[src/core/bridge_cfg_pkg.sv]
// Overview of operation
// - command bit 0 enables response to primary I/O; resets to zero.
// - command bit 1 enables response to primary memory; resets to zero.
// - bit 2 clear blocks primary mastering and secondary memory/I/O response.
// - command bits 3 and 7 are read-only zero; no stepping performed.
// - command bit 4 is read-only zero.
// - bit 5 claims I/O writes at 3C6h/3C8h/3C9h, bits 15:10 ignored.
// - bit 6 enables normal parity-error action; resets to zero.
// - bit 8 gates the primary system-error driver; resets to zero.
// - bit 9 permits fast back-to-back initiation; resets to zero.
// - command bits 15:10 read as zero.
// - status bit 20 reads one, capability list present.
// - status bit 21 reads one, 66MHz capable.
// - status bit 23 reads one, fast back-to-back decode capable.
// - status field 26:25 reads 01, medium select timing.
// - status bit 24 set on master data parity error while bit 6 is set; resets zero.
// - status bit 27 set on signalled target abort; resets zero.
// - status bit 28 set on received target abort; resets zero.
// - status bit 29 set on received master abort; resets zero.
// - status bit 30 set when system-error output is asserted.
// - status bit 31 set on any primary address or data parity error.
// - upper half of dword zero holds read-only 16-bit device code.
// - sticky flags clear only by writing one; zero leaves them.
package bridge_cfg_pkg;

  localparam logic [7:0] OFS_ID = 8'h00;
  localparam logic [7:0] OFS_CMD_STATUS = 8'h04;
  localparam logic [7:0] OFS_REVISION = 8'h08;

  localparam int CMD_IO_EN = 0;
  localparam int CMD_MEM_EN = 1;
  localparam int CMD_MASTER_EN = 2;
  localparam int CMD_VGA_SNOOP = 5;
  localparam int CMD_PERR_RESP = 6;
  localparam int CMD_SERR_EN = 8;
  localparam int CMD_FBB_EN = 9;

  localparam logic [15:0] CMD_WRITE_MASK = 16'h0367;
  localparam logic [15:0] CMD_RESET = 16'h0000;
  // capability list, 66MHz, fast back-to-back, medium select timing
  localparam logic [15:0] STATUS_FIXED = 16'h02b0;

  localparam int NUM_FLAGS = 6;
  localparam int FLAG_MASTER_DPERR = 0;
  localparam int FLAG_SIG_TABORT = 1;
  localparam int FLAG_RCV_TABORT = 2;
  localparam int FLAG_RCV_MABORT = 3;
  localparam int FLAG_SIG_SERR = 4;
  localparam int FLAG_DET_PERR = 5;
  // position of each flag within the status half
  localparam int FLAG_POS [NUM_FLAGS] = '{8, 11, 12, 13, 14, 15};
  localparam logic FLAG_RESET = 1'b0;

  localparam logic [9:0] VGA_PAL_MASK = 10'h3c6;
  localparam logic [9:0] VGA_PAL_READ = 10'h3c8;
  localparam logic [9:0] VGA_PAL_DATA = 10'h3c9;

  typedef struct packed {
    logic sel;
    logic we;
    logic [7:0] addr;
    logic [3:0] be;
    logic [31:0] wdata;
  } cfg_req_s;

  typedef struct packed {
    logic master_data_perr;
    logic target_abort_sent;
    logic target_abort_rcvd;
    logic master_abort_rcvd;
    logic addr_perr;
    logic data_perr;
    logic serr_request;
  } bus_event_s;

  typedef struct packed {
    logic valid;
    logic write;
    logic [15:0] addr;
  } io_probe_s;

  typedef struct packed {
    logic io_respond;
    logic mem_respond;
    logic master_primary;
    logic secondary_respond;
    logic perr_action;
    logic fast_b2b;
  } enables_s;

endpackage

[src/core/sticky_flag.sv]
`timescale 1ns/1ps
module sticky_flag
  import bridge_cfg_pkg::*;
(
  // clock and control
  input wire logic core_clk,
  input wire logic srst,
  input wire logic ce,
  // set and clear
  input wire logic set,
  input wire logic clear,
  // state
  output logic flag
);

  // set is checked first so an event is never lost to a clear
  always_ff @(posedge core_clk) begin
    if (srst) begin
      flag <= FLAG_RESET;
    end else if (ce) begin
      if (set) begin
        flag <= 1'b1;
      end else if (clear) begin
        flag <= 1'b0;
      end
    end
  end
endmodule // sticky_flag

[src/core/bridge_primary_cmd_status.sv]
`timescale 1ns/1ps
module bridge_primary_cmd_status
  import bridge_cfg_pkg::*;
#(
  // arbitrary neutral identity values
  parameter logic [15:0] DEVICE_CODE = 16'h5a17,
  parameter logic [7:0] REVISION_CODE = 8'h01
)
(
  // clock, reset, enable
  input wire logic core_clk,
  input wire logic srst,
  input wire logic ce,
  // configuration access
  input wire cfg_req_s cfg_req,
  output logic cfg_ack,
  output logic [31:0] cfg_rdata,
  // events from the bridge datapath
  input wire bus_event_s bus_event,
  // primary I/O cycle probe for palette snooping
  input wire io_probe_s io_probe,
  output logic vga_claim,
  // command enables to the datapath
  output enables_s enables,
  // primary system error, open drain
  output logic primary_system_error_n,
  output logic primary_system_error_oe
);

  logic [15:0] command;
  logic [NUM_FLAGS-1:0] flags;
  logic [NUM_FLAGS-1:0] flag_set;
  logic [NUM_FLAGS-1:0] flag_clear;
  logic [15:0] status;
  logic cmd_write;
  logic status_write;
  logic vga_hit;
  logic [31:0] next_rdata;

  assign cmd_write = cfg_req.sel && cfg_req.we &&
                     cfg_req.addr[7:2] == OFS_CMD_STATUS[7:2];
  assign status_write = cmd_write && cfg_req.be[3];

  // command register: only the documented enables can be written
  always_ff @(posedge core_clk) begin
    if (srst) begin
      command <= CMD_RESET;
    end else if (ce && cmd_write) begin
      if (cfg_req.be[0]) begin
        command[7:0] <= cfg_req.wdata[7:0] & CMD_WRITE_MASK[7:0];
      end
      if (cfg_req.be[1]) begin
        command[15:8] <= cfg_req.wdata[15:8] & CMD_WRITE_MASK[15:8];
      end
    end
  end

  // enables straight from command flops
  always_comb begin
    enables.io_respond = command[CMD_IO_EN];
    enables.mem_respond = command[CMD_MEM_EN];
    enables.master_primary = command[CMD_MASTER_EN];
    enables.secondary_respond = command[CMD_MASTER_EN];
    enables.perr_action = command[CMD_PERR_RESP];
    enables.fast_b2b = command[CMD_FBB_EN];
  end

  // palette snoop: only the low ten bits decode, ISA aliases included
  assign vga_hit = io_probe.valid && io_probe.write &&
                   (io_probe.addr[9:0] == VGA_PAL_MASK ||
                    io_probe.addr[9:0] == VGA_PAL_READ ||
                    io_probe.addr[9:0] == VGA_PAL_DATA);

  always_ff @(posedge core_clk) begin
    if (srst) begin
      vga_claim <= 1'b0;
    end else if (ce) begin
      vga_claim <= vga_hit && command[CMD_VGA_SNOOP];
    end
  end

  // system error driver: pin pulled low only while enabled
  assign primary_system_error_n = 1'b0;

  always_ff @(posedge core_clk) begin
    if (srst) begin
      primary_system_error_oe <= 1'b0;
    end else if (ce) begin
      primary_system_error_oe <= bus_event.serr_request &&
                                 command[CMD_SERR_EN];
    end
  end

  // flag sources; master data parity only counts with parity response on
  always_comb begin
    flag_set = '0;
    flag_set[FLAG_MASTER_DPERR] = bus_event.master_data_perr &&
                                  command[CMD_PERR_RESP];
    flag_set[FLAG_SIG_TABORT] = bus_event.target_abort_sent;
    flag_set[FLAG_RCV_TABORT] = bus_event.target_abort_rcvd;
    flag_set[FLAG_RCV_MABORT] = bus_event.master_abort_rcvd;
    flag_set[FLAG_SIG_SERR] = primary_system_error_oe;
    flag_set[FLAG_DET_PERR] = bus_event.addr_perr ||
                              bus_event.data_perr;
  end

  genvar gi;
  generate
    for (gi = 0; gi < NUM_FLAGS; gi++) begin : g_flag
      // write one to clear, byte lane 3 only
      assign flag_clear[gi] = status_write &&
                              cfg_req.wdata[16 + FLAG_POS[gi]];
      sticky_flag u_flag (
        .core_clk(core_clk),
        .srst(srst),
        .ce(ce),
        .set(flag_set[gi]),
        .clear(flag_clear[gi]),
        .flag(flags[gi])
      );
    end
  endgenerate

  always_comb begin
    status = STATUS_FIXED;
    for (int i = 0; i < NUM_FLAGS; i++) begin
      status[FLAG_POS[i]] = flags[i];
    end
  end

  // read mux; offsets outside this block read zero
  always_comb begin
    next_rdata = '0;
    case (cfg_req.addr[7:2])
      OFS_ID[7:2]: next_rdata = {DEVICE_CODE, 16'h0000};
      OFS_CMD_STATUS[7:2]: next_rdata = {status, command};
      OFS_REVISION[7:2]: next_rdata = {24'h000000, REVISION_CODE};
      default: next_rdata = '0;
    endcase
  end

  always_ff @(posedge core_clk) begin
    if (srst) begin
      cfg_ack <= 1'b0;
    end else if (ce) begin
      cfg_ack <= cfg_req.sel;
    end
  end

  always_ff @(posedge core_clk) begin
    if (srst) begin
      cfg_rdata <= '0;
    end else if (ce && cfg_req.sel && !cfg_req.we) begin
      cfg_rdata <= next_rdata;
    end
  end
endmodule // bridge_primary_cmd_status

[config.mk]
export PLATFORM = sky130hd
export DESIGN_NAME = bridge_primary_cmd_status
export DESIGN_NICKNAME = d
export VERILOG_FILES = /design/src/core/bridge_cfg_pkg.sv /design/src/core/sticky_flag.sv /design/src/core/bridge_primary_cmd_status.sv
export SDC_FILE = /design/constraint.sdc
export NUM_CORES = 1
export LEC_CHECK = 0
export BUFFER_PORTS_ARGS = -buffer_cell sky130_fd_sc_hd__buf_4
export CORE_AREA = 2 2 64 66
export CTS_BUF_LIST = sky130_fd_sc_hd__clkbuf_8
export DETAILED_ROUTE_END_ITERATION = 12
export DIE_AREA = 0 0 66 68
export GPL_TIMING_DRIVEN = 0
export PLACE_DENSITY = 0.89
export SYNTH_ARGS = -nofsm -noshare
export SYNTH_HDL_FRONTEND = slang
export SYNTH_SLANG_ARGS = --single-unit
export TNS_END_PERCENT = 30
[constraint.sdc]
create_clock -name core_clk -period 5.3 [get_ports core_clk]
set_clock_uncertainty 0.1 [all_clocks]
set_input_delay 1.06 -clock core_clk [delete_from_list [all_inputs] [get_ports core_clk]]
set_output_delay 1.06 -clock core_clk [all_outputs]
set_load 0.01 [all_outputs]
==> impl_metrics.py <==
metrics = {
    "yosys": {
        "netlist_instances": 189,
        "synth_flop_cell": "dfxtp_1",
        "ys_types": 34,
        "postSynthAreaPerCell_um2": 8.659,
        "synthesis.area_um2": 1637,
        "yosys_warnings": 0,
        "yosysSeqAreaShare_pct": 39.14,
        "ys_ff_latch": 32,
        "async_flop_share_pct": 0,
        "synth_edf_count": 0,
    },
    "routing": {
        "drtAntennaViolNets": 0,
        "vias": 1615,
        "drt-wirelength-per-cell_um": 11.86,
        "remaining_drc_errors": 0,
        "totalWireLength_um": 3951,
        "viasPerCell": 4.850,
        "first_pass_iters": 4,
        "drtIter0Drc": 53,
    },
    "sta": {
        "fin_tns_setup_ns": 0,
        "finalSetupViolCount": 0,
        "maxSlewHeadroom_pct": 55.49,
        "tightest_slew_ns": 0.6615,
        "drv_slew": 0,
        "finalCriticalPeriod_ns": 2.477,
        "hold_viol_final": 0,
        "rsz0062_at_grt": "no",
        "post-route-period-util_pct": 46.74,
        "fmax_ghz": 0.4037,
    },
    "finish": {
        "drive_gt1_share_pct": 38.87,
        "diodes": 0,
        "final_common_cell": "buf_4",
        "fin_nets": 356,
        "nFillCells": 356,
        "area_growth_pct": 46.18,
        "final_cell_mix": "buf_4 (97), dfxtp_1 (32), a21oi_1 (23)",
    },
    "setup_path": {
        "endpoint_kind": "flip-flop",
        "worstPathMaxFanout": 9,
        "critPathArrivalTime_ns": 2.59,
        "r2r_slack_ns": 4.07,
        "r2r_cells": 3,
        "worst-setup-path-type": "input pin to flip-flop",
        "crit_required_ns": 5.42,
        "worstSetupStartpointType": "input pin",
        "crit_chain": "buf_4 > or4_4 > buf_6 > nor4_4 > mux2i_1",
        "slowest_stage": "or4_4",
        "critPathCapture": "command[0]",
        "worstSetupStartpoint": "cfg_req[41]",
        "reg2reg_from": "command[5]",
        "cpPeakStageDelay_ns": 0.53,
        "r2r-end": "vga_claim",
    },
    "die": {
        "dieArea_um2": 4488,
        "num_rows": 23,
        "io_pins": 116,
        "start_util_pct": 42.44,
        "die_h_um": 68,
        "core_area_um2": 3856,
        "die_width_um": 66,
    },
    "min_path": {
        "hold_path_class": "flip-flop to flip-flop",
    },
    "placed_design": {
        "port_buffers": 74,
        "gp_congestion": 0.8211,
        "post-dp-hpwl_um": 3083,
    },
    "clocking": {
        "hold_buffers": 0,
        "cts.path.max_buffers": 2,
        "clk-insertion-delay-late_ns": 0.29,
        "cts-resized-gates": 0,
        "cts_root_buf": "clkbuf_8",
        "clkSinkCount": 32,
        "cts_buffers": 5,
        "clk_pin_slew_worst_paths_ns": 0.06,
        "h-tree-depth": 2,
        "cts_tree": "yes",
        "cts_setup_buffers": 0,
    },
    "global_route": {
        "first_global_vias": 1397,
        "overflow": 0,
        "grt_use_met2_pct": 30.30,
        "antenna_found_initial": 0,
        "grt_usage_pct": 18.47,
        "use_met1_pct": 22.29,
        "grt_pass1_wl_um": 6216,
        "grt.busiest_layer": "met2",
        "use_met3_pct": 4.605,
        "grt_start_max_net_pins": 11,
    },
    "pwr": {
        "max-vdd-ir-drop_mv": 0.1135,
        "power_density_nw_per_um2": 211.5,
        "p_leak_nw": 1.044,
        "power_w": 0.0005061,
    },
    "run_status": {
        "outcome": "finished clean",
    },
    "run": {
        "drv_cap": 0,
    },
}
## cell usage after synthesis, drive strengths merged, types with 2 or more instances
master / n / area share, %
o31ai: 2 / 0.92
a21boi: 4 / 1.8
nor4: 3 / 3.0
inv: 3 / 0.69
nor2b: 6 / 2.3
or4: 6 / 3.0
nor2: 3 / 0.69
dfxtp: 32 / 39
nand4b: 2 / 1.1
clkbuf: 9 / 2.1
nand4: 12 / 4.6
and3b: 2 / 1.1
nand2b: 13 / 5.0
nand2: 17 / 3.9
buf: 26 / 12
a21oi: 23 / 7.0
mux2i: 6 / 3.7
nand3: 4 / 1.2
a211oi: 5 / 2.3
## cell families (layout without fill, tap and decap cells)
kind of cell    Yosys count  in the layout  share of synthesized area, %
compound gates           39             39                         14.22
buf+inv                  38            120                         14.45
flops                    32             32                         39.14
mux                       6              6                         3.670
other cells               1             13                        0.2291
simple gates             73             73                         28.29
## state kept, by name, indices dropped and copies added, names as in the netlist
name                     flops
command                      7
cfg_ack                      1
cfg_rdata                   16
vga_claim                    1
primary_system_error_oe      1
g_flag.u_flag.flag           6
## worst max-delay path, delay by kind of cell
kind / cells / cell delay [ns]
simple gates: 2 / 1.02
buf+inv: 2 / 0.27
mux: 1 / 0.24
## per-layer routing
layer | wire length [µm] | vias up
met1 | 1599 | 720
met5 | 0 | -
li1 | - | 825
met4 | 98 | 0
met3 | 288 | 10
met2 | 1966 | 60
## worst min path at each step
stage | depth (start not counted) | startpoint | endpoint
4_1_cts | 2 | cfg_rdata[24] | cfg_rdata[24]
2_1_floorplan | 2 | g_flag[3].u_flag.flag | cfg_rdata[29]
5_1_grt | 2 | cfg_rdata[24] | cfg_rdata[24]
3_3_place_gp | 2 | cfg_rdata[8] | cfg_rdata[8]
6_report | 2 | cfg_rdata[31] | cfg_rdata[31]
3_5_place_dp | 2 | cfg_rdata[24] | cfg_rdata[24]
## stage by stage
stage	utilization, %	instance area [µm²]	hold slack, ns	cells	setup WS [ns]
floorplan	-	1682	0.3504	201	2.776
global placement	59.64	2300	0.3405	325	2.557
detailed placement	59.64	2300	0.3439	325	2.510
CTS	62.04	2392	0.3526	333	2.814
global route	62.04	2392	0.3647	333	2.774
finish	62.04	2392	0.3506	333	2.823
## power by group
part	internal (W)	total, W	leakage, nW	switching [W]
logic	0.0000385	0.0000692	0.734	0.0000306
clock network	0.000103	0.000192	0.0510	0.0000884
registers	0.000243	0.000245	0.259	0.00000188
total	0.000385	0.000506	1.04	0.000121
## layout make-up
class,count,area [µm²],area share (%)
Timing Repair Buffer,74,555.5,23.22
Buffer,35,225.2,9.414
Multi-Input combinational cell,131,804.5,33.63
Sequential cell,32,640.6,26.78
Clock buffer,6,82.58,3.452
Inverter,3,11.26,0.4707
Clock inverter,2,10.01,0.4184
Tap cell,50,62.56,2.615
Note: power is estimated with default switching activity, not from simulation.
